## src/rtl/scp_pkg.sv

```systemverilog
// constants and types for the serial control port
// assumes a single system clock; all pins are asynchronous to it
package scp_pkg;

    // ------------------------------------------------------------
    // register map
    // ------------------------------------------------------------
    localparam logic [15:0] ADDR_PORT_CFG = 16'h0000;
    localparam logic [15:0] ADDR_READ_SEL = 16'h0004;
    localparam logic [15:0] ADDR_UPDATE   = 16'h0232;
    localparam logic [15:0] ARR_BASE      = 16'h0010;
    localparam int          ARR_N         = 8;
    localparam logic [15:0] ARR_LAST      = 16'h0017;

    localparam int CFG_DIR_LO   = 0;
    localparam int CFG_LSB_LO   = 1;
    localparam int CFG_DIR_HI   = 7;
    localparam int READ_SEL_BIT = 0;
    localparam int UPDATE_BIT   = 0;

    // long instruction mode mirrored in bits 4 and 3, msb first, bidirectional
    localparam logic [7:0] CFG_RESET      = 8'h18;
    localparam logic       READ_SEL_RESET = 1'b0;
    localparam logic [7:0] BYTE_ZERO      = 8'h00;

    // ------------------------------------------------------------
    // serial framing
    // ------------------------------------------------------------
    localparam logic [4:0]  INSTR_LAST = 5'h0f;
    localparam logic [4:0]  BYTE_LAST  = 5'h07;
    localparam logic [3:0]  I2C_ACK_CNT = 4'h8;
    localparam logic [1:0]  LEN_STREAM = 2'h3;
    localparam logic [12:0] SPI_STEP   = 13'h0001;
    localparam logic [15:0] I2C_STEP   = 16'h0001;

    typedef struct packed {
        logic        rd;
        logic [1:0]  length_code_bits;
        logic [12:0] start_reg_address;
    } scp_instr_t;

    typedef struct packed {
        logic        en;
        logic [15:0] addr;
        logic [7:0]  data;
    } scp_wr_t;

    typedef enum logic [1:0] {
        SP_INSTR = 2'b00,
        SP_DATA  = 2'b01,
        SP_DONE  = 2'b10
    } scp_spi_state_t;

    typedef enum logic [2:0] {
        I_IDLE  = 3'b000,
        I_ADDR  = 3'b001,
        I_RX    = 3'b010,
        I_ACK   = 3'b011,
        I_TX    = 3'b100,
        I_TXACK = 3'b101
    } scp_i2c_state_t;

endpackage : scp_pkg

```

## src/rtl/scp_serial_control_port.sv

```systemverilog
// serial control port: spi and i2c slave onto a shadow/active register file
// assumes every serial pin is asynchronous to clock and is oversampled by it
`timescale 1ns/1ps
`default_nettype none

// How it works
// - i2c write of only two address bytes then stop loads the pointer.
// - i2c write stores each data byte from the given address, acking every byte.
// - i2c read returns bytes from the pointer until host sends no-ack.
// - combined read sets address, repeated start, then returns data from it.
// - spi bits are captured on sclk rise, read bits change on sclk fall.
// - after reset one bidirectional data pin is used, direction bit zero.
// - chip select high keeps both data outputs released.
// - only the sixteen-bit instruction word is accepted.
// - short transfers may pause on byte boundaries; device waits for the rest.
// - a short abort pulse of one to seven clocks resets the port.
// - chip select rising off a byte boundary aborts and resets the port.
// - streaming takes any number of bytes, stepping the address, until cs rises.
// - first sixteen rising edges carry direction, length and start address.
// - two length bits pick one, two, three bytes or streaming.
// - streaming steps through every address, reserved ones included.
// - array writes land in a shadow; the update bit copies all into active at once.
// - reads shift out n bytes in n times eight clocks, or stream.
// - both direction bits set move read data to the separate output pin.
// - a configuration bit picks shadow or active contents for readback.
// - bidirectional mode turns the data pin around for the read phase.
// - after a pause the transfer resumes exactly where it stopped.
// - instruction holds read flag, two length bits, thirteen address bits.
// - length codes 00,01,10,11 mean one, two, three bytes, streaming.
// - address decrements per byte msb first, increments lsb first.
module scp_serial_control_port (
    input  wire logic                         clock,
    input  wire logic                         resetn,
    input  wire logic                         spi_mode,
    input  wire logic [6:0]                   i2c_slave_addr,
    input  wire logic                         sclk,
    input  wire logic                         csn,
    input  wire logic                         sdio_in,
    output var  logic                         sdio_out,
    output var  logic                         sdio_oe_n,
    output var  logic                         serial_out_pin,
    output var  logic                         serial_out_oe_n,
    input  wire logic                         scl_in,
    input  wire logic                         sda_in,
    output var  logic                         sda_out,
    output var  logic                         sda_oe_n,
    output var  logic [scp_pkg::ARR_N*8-1:0]  active_regs,
    output var  logic                         update_pulse
);
    import scp_pkg::*;

    // ------------------------------------------------------------
    // pin synchronisers
    // ------------------------------------------------------------
    logic [4:0] s1_r, s2_r, s3_r;
    always_ff @(posedge clock or negedge resetn) begin
        if (!resetn) begin
            s1_r <= 5'h1f;
            s2_r <= 5'h1f;
            s3_r <= 5'h1f;
        end else begin
            s1_r <= {csn, sclk, sdio_in, scl_in, sda_in};
            s2_r <= s1_r;
            s3_r <= s2_r;
        end
    end
    logic csn_s, sclk_rise, sclk_fall, sdio_s, cs_rise;
    logic scl_rise, scl_fall, sda_s, i2c_start, i2c_stop;
    assign csn_s     = s2_r[4];
    assign cs_rise   = s2_r[4] & ~s3_r[4];
    assign sclk_rise = s2_r[3] & ~s3_r[3];
    assign sclk_fall = ~s2_r[3] & s3_r[3];
    assign sdio_s    = s2_r[2];
    assign scl_rise  = s2_r[1] & ~s3_r[1];
    assign scl_fall  = ~s2_r[1] & s3_r[1];
    assign sda_s     = s2_r[0];
    assign i2c_start = s2_r[1] & s3_r[1] & s3_r[0] & ~s2_r[0];
    assign i2c_stop  = s2_r[1] & s3_r[1] & ~s3_r[0] & s2_r[0];

    // ------------------------------------------------------------
    // register file
    // ------------------------------------------------------------
    logic [7:0] cfg_r, cfg_nxt;
    logic       rsel_r, rsel_nxt;
    logic [7:0] shadow_r [ARR_N];
    logic [7:0] shadow_nxt [ARR_N];
    logic [7:0] active_r [ARR_N];
    logic [7:0] active_nxt [ARR_N];
    logic       upd_r, upd_nxt;
    scp_wr_t    spi_wr, i2c_wr, wr;
    logic       lsb_first, unidir;

    assign lsb_first = cfg_r[CFG_LSB_LO];
    assign unidir    = cfg_r[CFG_DIR_HI] & cfg_r[CFG_DIR_LO];

    function automatic logic [7:0] rd_byte(input logic [15:0] a);
        logic [15:0] off;
        off = a - ARR_BASE;
        if (a == ADDR_PORT_CFG)
            return cfg_r;
        else if (a == ADDR_READ_SEL)
            return {7'h00, rsel_r};
        else if (a >= ARR_BASE && a <= ARR_LAST)
            return rsel_r ? active_r[off[2:0]] : shadow_r[off[2:0]];
        else
            return BYTE_ZERO; // reserved, unmapped and self-clearing update read as zero
    endfunction

    always_comb begin
        logic [15:0] off;
        wr       = spi_mode ? spi_wr : i2c_wr;
        off      = wr.addr - ARR_BASE;
        cfg_nxt  = cfg_r;
        rsel_nxt = rsel_r;
        upd_nxt  = 1'b0;
        for (int i = 0; i < ARR_N; i++) begin
            shadow_nxt[i] = shadow_r[i];
            active_nxt[i] = active_r[i];
        end
        if (wr.en) begin
            // port config acts at once; it only steers the serial port
            if (wr.addr == ADDR_PORT_CFG)
                cfg_nxt = wr.data;
            else if (wr.addr == ADDR_READ_SEL)
                rsel_nxt = wr.data[READ_SEL_BIT];
            else if (wr.addr == ADDR_UPDATE && wr.data[UPDATE_BIT]) begin
                upd_nxt = 1'b1;
                for (int i = 0; i < ARR_N; i++)
                    active_nxt[i] = shadow_r[i];
            end else if (wr.addr >= ARR_BASE && wr.addr <= ARR_LAST)
                shadow_nxt[off[2:0]] = wr.data;
        end
    end

    always_ff @(posedge clock or negedge resetn) begin
        if (!resetn) begin
            cfg_r  <= CFG_RESET;
            rsel_r <= READ_SEL_RESET;
            upd_r  <= 1'b0;
            for (int i = 0; i < ARR_N; i++) begin
                shadow_r[i] <= BYTE_ZERO;
                active_r[i] <= BYTE_ZERO;
            end
        end else begin
            cfg_r  <= cfg_nxt;
            rsel_r <= rsel_nxt;
            upd_r  <= upd_nxt;
            for (int i = 0; i < ARR_N; i++) begin
                shadow_r[i] <= shadow_nxt[i];
                active_r[i] <= active_nxt[i];
            end
        end
    end

    for (genvar g = 0; g < ARR_N; g++) begin : g_out
        assign active_regs[g*8 +: 8] = active_r[g];
    end
    assign update_pulse = upd_r;

    // ------------------------------------------------------------
    // spi engine
    // ------------------------------------------------------------
    scp_spi_state_t sp_r, sp_nxt;
    logic [4:0]  bit_r, bit_nxt;
    logic [15:0] ish_r, ish_nxt;
    logic [7:0]  rx_r, rx_nxt, tx_r, tx_nxt;
    logic [12:0] addr_r, addr_nxt;
    logic        rd_r, rd_nxt, drv_r, drv_nxt, obit_r, obit_nxt;
    logic [1:0]  len_r, len_nxt, bcnt_r, bcnt_nxt;

    always_comb begin
        scp_instr_t  w;
        logic [7:0]  rxb;
        logic [12:0] astep;
        w        = lsb_first ? {sdio_s, ish_r[15:1]} : {ish_r[14:0], sdio_s};
        rxb      = lsb_first ? {sdio_s, rx_r[7:1]} : {rx_r[6:0], sdio_s};
        astep    = lsb_first ? addr_r + SPI_STEP : addr_r - SPI_STEP;
        sp_nxt   = sp_r;
        bit_nxt  = bit_r;
        ish_nxt  = ish_r;
        rx_nxt   = rx_r;
        tx_nxt   = tx_r;
        addr_nxt = addr_r;
        rd_nxt   = rd_r;
        drv_nxt  = drv_r;
        obit_nxt = obit_r;
        len_nxt  = len_r;
        bcnt_nxt = bcnt_r;
        spi_wr   = '0;
        if (!spi_mode) begin
            sp_nxt  = SP_INSTR;
            bit_nxt = '0;
            drv_nxt = 1'b0;
        end else if (cs_rise) begin
            // a pause is legal only on a byte boundary, and in the data phase only of a counted transfer
            if (bit_r[2:0] != 3'h0 || sp_r == SP_DONE
                || (sp_r == SP_DATA && len_r == LEN_STREAM)) begin
                sp_nxt   = SP_INSTR;
                bit_nxt  = '0;
                bcnt_nxt = '0;
                drv_nxt  = 1'b0;
            end // otherwise hold every counter
        end else if (!csn_s && sclk_rise) begin
            unique case (sp_r)
                SP_INSTR: begin
                    ish_nxt = w;
                    bit_nxt = bit_r + 5'h01;
                    if (bit_r == INSTR_LAST) begin
                        sp_nxt   = SP_DATA;
                        bit_nxt  = '0;
                        bcnt_nxt = '0;
                        rd_nxt   = w.rd;
                        len_nxt  = w.length_code_bits;
                        addr_nxt = w.start_reg_address;
                        if (w.rd) begin
                            tx_nxt  = rd_byte({3'h0, w.start_reg_address});
                            drv_nxt = 1'b1;
                        end
                    end
                end
                SP_DATA: begin
                    rx_nxt  = rxb;
                    bit_nxt = bit_r + 5'h01;
                    if (bit_r == BYTE_LAST) begin
                        bit_nxt  = '0;
                        bcnt_nxt = bcnt_r + 2'h1;
                        addr_nxt = astep;
                        if (!rd_r) begin
                            spi_wr.en   = 1'b1;
                            spi_wr.addr = {3'h0, addr_r};
                            spi_wr.data = rxb;
                        end
                        if (len_r != LEN_STREAM && bcnt_r == len_r) begin
                            sp_nxt  = SP_DONE;
                            drv_nxt = 1'b0;
                        end else if (rd_r)
                            tx_nxt = rd_byte({3'h0, astep});
                    end
                end
                SP_DONE: begin
                    bit_nxt = '0; // extra clocks after the count are ignored
                end
                default: begin
                    sp_nxt = SP_INSTR;
                end
            endcase
        end else if (!csn_s && sclk_fall && sp_r == SP_DATA && rd_r) begin
            obit_nxt = lsb_first ? tx_r[0] : tx_r[7];
            tx_nxt   = lsb_first ? {1'b0, tx_r[7:1]} : {tx_r[6:0], 1'b0};
        end
    end

    always_ff @(posedge clock or negedge resetn) begin
        if (!resetn) begin
            sp_r   <= SP_INSTR;
            bit_r  <= '0;
            ish_r  <= '0;
            rx_r   <= '0;
            tx_r   <= '0;
            addr_r <= '0;
            rd_r   <= 1'b0;
            drv_r  <= 1'b0;
            obit_r <= 1'b0;
            len_r  <= '0;
            bcnt_r <= '0;
        end else begin
            sp_r   <= sp_nxt;
            bit_r  <= bit_nxt;
            ish_r  <= ish_nxt;
            rx_r   <= rx_nxt;
            tx_r   <= tx_nxt;
            addr_r <= addr_nxt;
            rd_r   <= rd_nxt;
            drv_r  <= drv_nxt;
            obit_r <= obit_nxt;
            len_r  <= len_nxt;
            bcnt_r <= bcnt_nxt;
        end
    end

    // enables follow the synchronised select, so release lags the pin by a few clocks
    assign sdio_out        = obit_r;
    assign serial_out_pin  = obit_r;
    assign sdio_oe_n       = ~(spi_mode & drv_r & ~csn_s & ~unidir);
    assign serial_out_oe_n = ~(spi_mode & drv_r & ~csn_s & unidir);

    // ------------------------------------------------------------
    // i2c engine
    // ------------------------------------------------------------
    scp_i2c_state_t is_r, is_nxt;
    logic [3:0]  icnt_r, icnt_nxt;
    logic [7:0]  ish8_r, ish8_nxt;
    logic [15:0] ptr_r, ptr_nxt;
    logic [1:0]  idx_r, idx_nxt;
    logic        rnw_r, rnw_nxt, hit_r, hit_nxt, sdrv_r, sdrv_nxt;

    always_comb begin
        logic [7:0] b;
        b        = {ish8_r[6:0], sda_s};
        is_nxt   = is_r;
        icnt_nxt = icnt_r;
        ish8_nxt = ish8_r;
        ptr_nxt  = ptr_r;
        idx_nxt  = idx_r;
        rnw_nxt  = rnw_r;
        hit_nxt  = hit_r;
        sdrv_nxt = sdrv_r;
        i2c_wr   = '0;
        if (spi_mode || i2c_stop) begin
            is_nxt   = I_IDLE; // pointer kept across stop
            sdrv_nxt = 1'b0;
        end else if (i2c_start) begin // repeated start too
            is_nxt   = I_ADDR;
            icnt_nxt = '0;
            sdrv_nxt = 1'b0;
        end else if (scl_rise) begin
            unique case (is_r)
                I_ADDR, I_RX: begin
                    ish8_nxt = b;
                    icnt_nxt = icnt_r + 4'h1;
                    if (icnt_r == BYTE_LAST[3:0]) begin
                        if (is_r == I_ADDR) begin
                            hit_nxt = (b[7:1] == i2c_slave_addr);
                            rnw_nxt = b[0];
                            idx_nxt = '0;
                        end else begin
                            idx_nxt = (idx_r == 2'h2) ? idx_r : idx_r + 2'h1;
                            if (idx_r == 2'h0)
                                ptr_nxt = {b, ptr_r[7:0]};
                            else if (idx_r == 2'h1)
                                ptr_nxt = {ptr_r[15:8], b};
                            else begin
                                i2c_wr.en   = 1'b1;
                                i2c_wr.addr = ptr_r;
                                i2c_wr.data = b;
                                ptr_nxt     = ptr_r + I2C_STEP;
                            end
                        end
                    end
                end
                I_TX: begin
                    icnt_nxt = icnt_r + 4'h1;
                end
                I_TXACK: begin
                    ptr_nxt = ptr_r + I2C_STEP;
                    is_nxt  = sda_s ? I_IDLE : I_ACK; // no-ack ends the read
                end
                default: begin
                end
            endcase
        end else if (scl_fall) begin
            unique case (is_r)
                I_ADDR, I_RX: begin
                    if (icnt_r == I2C_ACK_CNT) begin
                        if (is_r == I_ADDR && !hit_r)
                            is_nxt = I_IDLE;
                        else begin
                            is_nxt   = I_ACK;
                            sdrv_nxt = 1'b1; // acknowledge every data byte, and the address byte only on a match
                        end
                    end
                end
                I_ACK: begin
                    icnt_nxt = '0;
                    if (rnw_r) begin
                        b        = rd_byte(ptr_r);
                        sdrv_nxt = ~b[7];
                        ish8_nxt = {b[6:0], 1'b0};
                        is_nxt   = I_TX;
                    end else begin
                        sdrv_nxt = 1'b0;
                        is_nxt   = I_RX;
                    end
                end
                I_TX: begin
                    if (icnt_r == I2C_ACK_CNT) begin
                        sdrv_nxt = 1'b0; // let the host answer
                        is_nxt   = I_TXACK;
                    end else begin
                        sdrv_nxt = ~ish8_r[7];
                        ish8_nxt = {ish8_r[6:0], 1'b0};
                    end
                end
                default: begin
                end
            endcase
        end
    end

    always_ff @(posedge clock or negedge resetn) begin
        if (!resetn) begin
            is_r   <= I_IDLE;
            icnt_r <= '0;
            ish8_r <= '0;
            ptr_r  <= '0;
            idx_r  <= '0;
            rnw_r  <= 1'b0;
            hit_r  <= 1'b0;
            sdrv_r <= 1'b0;
        end else begin
            is_r   <= is_nxt;
            icnt_r <= icnt_nxt;
            ish8_r <= ish8_nxt;
            ptr_r  <= ptr_nxt;
            idx_r  <= idx_nxt;
            rnw_r  <= rnw_nxt;
            hit_r  <= hit_nxt;
            sdrv_r <= sdrv_nxt;
        end
    end

    // open drain: only ever pulls low
    assign sda_out  = 1'b0;
    assign sda_oe_n = ~sdrv_r;

endmodule : scp_serial_control_port

`default_nettype wire

```

## config.mk

```make
export PLATFORM = sky130hd
export DESIGN_NAME = scp_serial_control_port
export DESIGN_NICKNAME = d
export VERILOG_FILES = /design/src/rtl/scp_pkg.sv /design/src/rtl/scp_serial_control_port.sv
export SDC_FILE = /design/constraint.sdc
export NUM_CORES = 1
export LEC_CHECK = 0
export BUFFER_PORTS_ARGS = -buffer_cell sky130_fd_sc_hd__buf_4
export CAP_MARGIN = 20
export CORE_UTILIZATION = 50
export DETAILED_ROUTE_END_ITERATION = 8
export GPL_TIMING_DRIVEN = 0
export PLACE_DENSITY = 0.76
export RECOVER_POWER = 50
export REMOVE_ABC_BUFFERS = 1
export SYNTH_ARGS = -nofsm -noshare
export SYNTH_HDL_FRONTEND = slang
export SYNTH_SLANG_ARGS = --single-unit
```

## constraint.sdc

```tcl
create_clock -name clock -period 5 [get_ports clock]
set_clock_uncertainty 0.05 [all_clocks]
set_input_delay 0 -clock clock [delete_from_list [all_inputs] [get_ports clock]]
set_output_delay 0 -clock clock [all_outputs]
set_load 0.02 [all_outputs]
```

==> results of run 1 <==
cell type report:
class                      instances  share of cell area
timing repair buffer             112             0.05305
inverter                          36            0.007599
clock buffer                      31             0.04172
multi-input combinational       1061              0.5036
clock inverter                    21             0.01717
tap                              396             0.02786
sequential                       247              0.3490
Yosys cell counts (all sizes together) (19+ instances only):
master / number
ha: 32
a221oi: 21
buf: 40
a21oi: 63
inv: 36
nand3: 31
nor3: 22
nor2: 105
o21ai: 116
a31oi: 19
mux4: 97
clkbuf: 48
mux2i: 58
nand2: 127
dfrtp: 231
mux2: 146
registers in the layout, indices dropped and copies added, names as in the netlist, 3 cells and up:
register and cells:
active_regs 64, shadow_r 64, ish_r 16, ptr_r 16, addr_r 13, cfg_r 8, ish8_r 8, rx_r 8
tx_r 8, bit_r 5, s1_r 5, s2_r 5, icnt_r 4, s3_r 4, is_r 3
power by group through the flow:
stage                     registers (mW)  clock network (mW)  logic [mW]
final                               2.25                2.31        1.81
after floorplan                     2.27                   0        1.17
after global routing                2.27                2.42        1.96
after global placement              2.34                   0        1.57
after detailed placement            2.28                   0        1.77
after CTS                           2.25                2.35        1.79
repair_timing:
item	in CTS	in global routing
gates resized for setup	0	1
hold buffers	10	0
endpoints found under the setup margin	0	18
hold endpoints to repair	267	0
logic make-up (layout without fill, tap and decap cells):
logic type | after synthesis | after routing | synth area share
AO/OA/AOI/OAI | 331 | 331 | 0.1367
multiplexers | 301 | 301 | 0.2817
flip-flops | 247 | 247 | 0.3962
buffers and inverters | 124 | 200 | 0.03262
other | 1 | 1 | 0.0002396
AND/OR/NAND/NOR | 378 | 378 | 0.1160
adder cells (fa/ha/maj) | 34 | 34 | 0.02750
XOR/XNOR | 16 | 16 | 0.008955
stage by stage:
| stage | area (um2) | hold slack (ns) | total power [mW] |
|---|---|---|---|
| after floorplan | 15270 | -0.3456 | 3.441 |
| after global placement | 16400 | 0.05849 | 3.909 |
| after detailed placement | 16730 | -0.1022 | 4.056 |
| after CTS | 17880 | 0.02684 | 6.386 |
| after global routing | 17780 | 0.05141 | 6.647 |
| final | 17780 | 0.05737 | 6.368 |
worst paths after layout:
kind                            startpoint  endpoint  slack (ns)  depth (start not counted)
worst max-delay path              cfg_r[1]   tx_r[0]        0.27                         11
worst min-delay path               sdio_in   s1_r[2]        0.06                          2
worst max register to register    cfg_r[1]   tx_r[0]        0.27                         11
worst min register to register     s1_r[2]   s2_r[2]        0.31                          0
max in group asynchronous           resetn  ptr_r[1]        1.01                          3
min in group asynchronous           resetn   s3_r[3]        0.64                          2
routing by layer:
metal  up-vias  track usage  wire [um]
met1      6304       0.3768      17490
met3       156      0.04495       3326
li1       5533            -          -
met5         -            0          0
met4         0       0.1201       2146
met2       634       0.4342      20090
placed cells by master, fill, tap and decap left out, drive strengths merged, types with 58 or more instances in the layout:
cell type  count
dfrtp        231
mux2         146
nand2        127
o21ai        116
nor2         105
mux4          97
buf           74
a21oi         63
clkbuf        60
mux2i         58
worst max-delay path, cell delays in order (launching register included):
cell	delay, ns
dfrtp_2	0.58
buf_12	0.29
inv_1	0.29
ha_1	0.47
a21o_1	0.23
a31oi_1	0.30
a211oi_1	0.19
o2111ai_1	0.21
or3b_2	0.51
nor4_2	1.03
nor3b_1	0.31
o31a_1	0.16
==> out/summary.log, run 1 <==
INFO  setup_path     timing.critical_path.from_type=flip-flop
INFO  clocking       cts.htree.levels=1
INFO  global_routing antenna_found_initial=0
INFO  floorplanning  core-area=30670um2
INFO  synth          ys_dominant_reg_cell=dfrtp_1
INFO  finish         syn2layout_area_growth=13.63%
INFO  synth          synth_largest_type_area_fraction=0.3694
INFO  detailed_routing detail_route.vias_per_cell=6.632
INFO  placement      hpwl=28850um
INFO  finish         utilization=0.5798
INFO  floorplanning  rows=64
INFO  min_path       worstHoldPathType=primary input to flip-flop
INFO  synth          netlist-cell-type-count=80
INFO  floorplanning  floorplan.initialDensity=0.5103
INFO  floorplanning  dieArea=32010um2
INFO  job            maxCapViolCount=2
INFO  sta            timing_max_transition_violations_final=162
INFO  clocking       tritoncts.num_buffers=28
INFO  placement      port_buffers=84
INFO  pwr            intPower=4.209mW
INFO  pwr            ir_drop=0.3037mV
INFO  setup_path     crit_path_end_kind=flip-flop
INFO  global_routing number_of_global_route_vias_before_repair=12360
INFO  setup_path     crit_type=flip-flop to flip-flop
INFO  sta            tightest_slew=3.041ns
INFO  synth          register_bit_total_from_synthesis=247
INFO  detailed_routing drt-pass1-iter-count=5
INFO  floorplanning  ios=86
INFO  detailed_routing avgRoutedWirePerCell=22.61um
INFO  global_routing track_usage=0.2759
INFO  finish         num-nets-final=1534
INFO  pwr            switching_share=0.3391
INFO  finish         area_of_combinational_cells_with_multiple_inputs=8956um2
INFO  placement      placer_s_final_routability_congestion_estimate=0.8926
INFO  sta            setup_slack=0.2674ns
INFO  clocking       clk_latency=0.58ns
INFO  floorplanning  die_width=178.9um
INFO  sta            timing.final.crit_period=4.733ns
INFO  synth          yosys_warnings=0
INFO  finish         finish.cell_count_without_fillers=1904
INFO  detailed_routing drcViolationCount=0
INFO  synth          synth_cells=1432
INFO  setup_path     endpoint_arrival_time_on_the_critical_path=5.20ns
INFO  synth          number_of_enable_type_register_cells_in_the_synthesized_netlist=0
INFO  outcome        status=complete, but fails checks
INFO  synth          netlist_top_cells_area=dfrtp_1, mux4_2, mux2_2, mux2i_1, o21ai_0
INFO  sta            final-hold-violation-count=0
INFO  pwr            cellPowerDensity=358.1nW/um2
INFO  clocking       cts.sinks=247
INFO  placement      dp_worst_setup_slack=0.2167ns
INFO  global_routing grt_remaining_overflow=0
INFO  global_routing grt_max_degree=125
INFO  floorplanning  die_h=178.9um
INFO  global_routing grt_pass1_wl=68850um
INFO  pwr            power.static_leakage=7.617nW
INFO  placement      dp.cells=1841
INFO  clocking       clock_tree_from_tritoncts=done
INFO  finish         antenna_cells_inserted=0
INFO  sta            grt_setup_unrepaired=no
INFO  synth          yosysTopAreaCell=dfrtp_1
INFO  sta            final-setup-viol-count=0
INFO  synth          synth_async_sr_flop_share=1.000
INFO  synth          synth-seq-area-share=0.3962
INFO  setup_path     crit_fanout=34
INFO  pwr            power.combinational.fraction=0.284
INFO  detailed_routing drt-total-wl=43050um
INFO  clocking       clk_pin_slew=0.07ns
INFO  synth          synthesis.area=15650um2
INFO  pwr            sequentialPowerShare=0.353
INFO  finish         fillCellCount=2490
INFO  pwr            share_clk_of_total_power=0.363
INFO  sta            tns=0ns
INFO  clocking       cts_post_setup_buffers_inserted=0
INFO  setup_path     required=5.47ns
INFO  finish         final_layout_size_suffix_gt1_frac=0.2772
INFO  detailed_routing drtAntennaViolNets=0
INFO  pwr            net-switching-power=2.160mW
INFO  clocking       clk_path_buf_depth=3
INFO  sta            period_share=0.9465
INFO  synth          synth_area_per_cell=10.93um2
INFO  finish         reg_area=6206um2
INFO  sta            timing.fmax=0.2113GHz
INFO  sta            max-slew-margin-rel=-1.028
INFO  outcome        failed_checks=capacitance limit, slew limit
INFO  clocking       ctsRootBufferMaster=clkbuf_16
INFO  detailed_routing drt_iter0_markers=1144
INFO  detailed_routing via_count=12627
No activity file was read; power rests on OpenSTA's default activity.
==> run 2, diff against run 1 <==
--- a/config.mk
+++ b/config.mk
@@ -7,6 +7,7 @@
 export LEC_CHECK = 0
 export BUFFER_PORTS_ARGS = -buffer_cell sky130_fd_sc_hd__buf_4
 export CAP_MARGIN = 20
+export CORE_ASPECT_RATIO = 0.6
 export CORE_UTILIZATION = 50
 export DETAILED_ROUTE_END_ITERATION = 8
 export GPL_TIMING_DRIVEN = 0
==> run 2 against run 1 <==
  * The flow still finishes with violations (capacitance limit, slew limit)
  * First-iteration DRC count up 39%
  * Hold slack improved by 0.013 ns
  * Utilization decreased by 0.40 points
  * Sequential share of layout area is 0.61 points higher
  * Largest cell class unchanged
  * Largest power group is now registers
  * Die area hardly changed
  * Combinational power is essentially flat
  * Cell count grew 0.47%
  * Flip-flop and latch count unchanged
  * Register-to-register slack gained 0.39 ns
  * Critical endpoint is now shadow_r[37]
==> out/summary.log, run 2 (synthesis results as in run 1) <==
INFO  sta            timing.fmax=0.2305GHz [+9.1%]
INFO  setup_path     required=5.38ns [-0.09 ns]
INFO  detailed_routing drtAntennaViolNets=0 [unchanged]
INFO  finish         syn2layout_area_growth=11.67%
INFO  detailed_routing met1Wirelength=19720um [+13%]
INFO  detailed_routing routed.top_layer=met4
INFO  detailed_routing drt_iter0_markers=1593 [+39%]
INFO  sta            max-slew-margin-rel=-0.6793 [+0.3482]
INFO  sta            grt_setup_unrepaired=no
INFO  placement      dp_worst_setup_slack=0.2199ns [+0.003153 ns]
INFO  sta            tns=0ns [unchanged]
INFO  clocking       clk_latency=0.55ns [-0.03 ns]
INFO  placement      port_buffers=84 [unchanged]
INFO  finish         final_layout_size_suffix_gt1_frac=0.2399 [-0.03732]
INFO  setup_path     critical_path.cell_chain=ha_1 -> inv_1 -> a211oi_2 -> nand3_1 -> o21ai_1 -> nand2_4 -> a211oi_4 -> mux2_2
INFO  sta            period_share=0.8677 [-0.07885]
INFO  detailed_routing met3WireLength=5791um [+74%]
INFO  finish         leading_cell_type_in_the_layout_fill_and_taps_excluded=dfrtp_1
INFO  clocking       tritoncts.num_buffers=25 [-11%]
INFO  min_path       worstHoldPathType=primary input to flip-flop
INFO  finish         utilization=0.5759 [-0.003957]
INFO  global_routing antenna_found_initial=0 [unchanged]
INFO  job            maxCapViolCount=2 [unchanged]
INFO  placement      dp.cells=1852 [+0.60%]
INFO  detailed_routing via_count=12881 [+2.0%]
INFO  finish         leading_cell_types_in_the_layout_fill_and_taps_excluded=dfrtp_1, mux2_2, nand2_1
INFO  clocking       cts.sinks=247 [unchanged]
INFO  floorplanning  die_width=230.4um [+29%]
INFO  finish         antenna_cells_inserted=0 [unchanged]
INFO  placement      hpwl=31430um [+8.9%]
INFO  floorplanning  die_h=139.0um [-22%]
INFO  setup_path     regToRegSetupSlack=0.66ns [+0.39 ns]
INFO  finish         design_area=17480um2 [-1.7%]
INFO  floorplanning  rows=49 [-23%]
INFO  global_routing grt_pass1_wl=71790um [+4.3%]
INFO  setup_path     endpoint_arrival_time_on_the_critical_path=4.72ns [-0.48 ns]
INFO  setup_path     crit_fanout=19 [-44%]
INFO  sta            setup_slack=0.6616ns [+0.3942 ns]
INFO  sta            timing_max_transition_violations_final=134 [-17%]
INFO  pwr            power.static_leakage=7.378nW [-3.1%]
INFO  setup_path     timing.critical_path.from_type=flip-flop
INFO  detailed_routing drt-total-wl=45140um [+4.9%]
INFO  setup_path     cpMaxStageDelayCell=a211oi_4
INFO  setup_path     crit_family=compound AO/OA/AOI/OAI gates
INFO  pwr            ir_drop=0.3623mV [+19%]
INFO  detailed_routing met2_wirelength=18730um [-6.8%]
INFO  clocking       clk_path_buf_depth=3 [unchanged]
INFO  clocking       cts.htree.levels=1 [unchanged]
INFO  finish         num-nets-final=1536 [+0.13%]
INFO  floorplanning  ios=86 [unchanged]
INFO  sta            final-hold-violation-count=0 [unchanged]
INFO  detailed_routing drt-pass1-iter-count=5 [unchanged]
INFO  sta            finalHoldWorstSlack=0.07067ns [+0.01329 ns]
INFO  setup_path     crit_path_end_kind=flip-flop
INFO  detailed_routing drcViolationCount=0 [unchanged]
INFO  setup_path     crit_type=flip-flop to flip-flop
INFO  floorplanning  core-area=30350um2 [-1.0%]
INFO  clocking       cts.repair.resized=0 [unchanged]
INFO  detailed_routing avgRoutedWirePerCell=23.60um [+4.4%]
INFO  sta            timing.final.crit_period=4.338ns [-0.3942 ns]
INFO  floorplanning  dieArea=32030um2 [about the same]
INFO  pwr            report.power.total=6.181mW [-2.9%]
INFO  placement      placer_s_final_routability_congestion_estimate=0.9171 [+2.7%]
INFO  outcome        status=complete, but fails checks
INFO  global_routing track_usage=0.2861 [+0.01028]
INFO  clocking       ctsRootBufferMaster=clkbuf_16
INFO  detailed_routing detail_route.vias_per_cell=6.733 [+1.5%]
INFO  global_routing grt_remaining_overflow=0 [unchanged]
INFO  pwr            cellPowerDensity=353.7nW/um2 [-1.2%]
INFO  sta            final-setup-viol-count=0 [unchanged]
INFO  global_routing grt_max_degree=116 [-7.2%]
INFO  clocking       clock_tree_from_tritoncts=done
INFO  placement      placed_cell_area=16710um2 [-0.12%]
INFO  floorplanning  floorplan.initialDensity=0.5157 [+0.005407]
INFO  clocking       clk_pin_slew=0.06ns [about the same]
INFO  setup_path     worstPathBufferInverterCount=1 [-1]
INFO  outcome        failed_checks=capacitance limit, slew limit
INFO  setup_path     critical_path.max_stage_delay=0.75ns [-0.28 ns]
INFO  finish         finish.cell_count_without_fillers=1913 [+0.47%]
INFO  global_routing number_of_global_route_vias_before_repair=12163 [-1.6%]
INFO  sta            tightest_slew=2.519ns [-0.5223 ns]
[run 2: changes by cell type in the layout (fill, tap and decap cells not counted), moves of 2 or more]
cell and delta:
clkbuf_1 +52, buf_4 -45, clkinvlp_4 -7, clkbuf_16 -3
buf_12 +2, buf_16 -2, clkbuf_8 +2
[run 2: layout make-up]
| cell class | instances | area (um2) |
|---|---|---|
| clock buffer | 33 | 705.7 |
| clock inverter | 11 | 180.2 |
| fill | 2533 | 12870 |
| inverter | 36 | 135.1 |
| multi-input combinational | 1061 | 8955 |
| sequential | 247 | 6206 |
| tap | 408 | 510.5 |
| timing repair buffer | 117 | 784.5 |
[run 2: power by group]
group	internal, mW	leakage [nW]	total, mW	switching (mW)
registers	2.09	3.36	2.26	0.171
clock network	1.25	0.442	2.10	0.852
logic	0.695	3.58	1.82	1.13
total	4.03	7.38	6.18	2.15
[run 2: timing repair]
| action | 4_1_cts | 5_1_grt |
|---|---|---|
| hold buffers | 11 | 0 |
| endpoints found under the setup margin | 0 | 14 |
| buffers inserted | 0 | 4 |
| endpoints found under the hold margin | 137 | 0 |
[run 2: path summary, 6_finish.rpt]
| kind | end | from | depth (start not counted) |
|---|---|---|---|
| min reg2reg | s2_r[2] | s1_r[2] | 0 |
| min in group asynchronous | active_regs[0] | resetn | 4 |
| max | shadow_r[37] | s2_r[1] | 8 |
| max reg2reg | shadow_r[37] | s2_r[1] | 8 |
| max in group asynchronous | cfg_r[1] | resetn | 4 |
| min | s1_r[4] | csn | 2 |
[run 2: metal layers]
metal,track usage,vias up
li1,-,5543
met1,0.4402,6463
met2,0.3901,790
met3,0.09354,85
met4,0.05681,0
met5,0,-
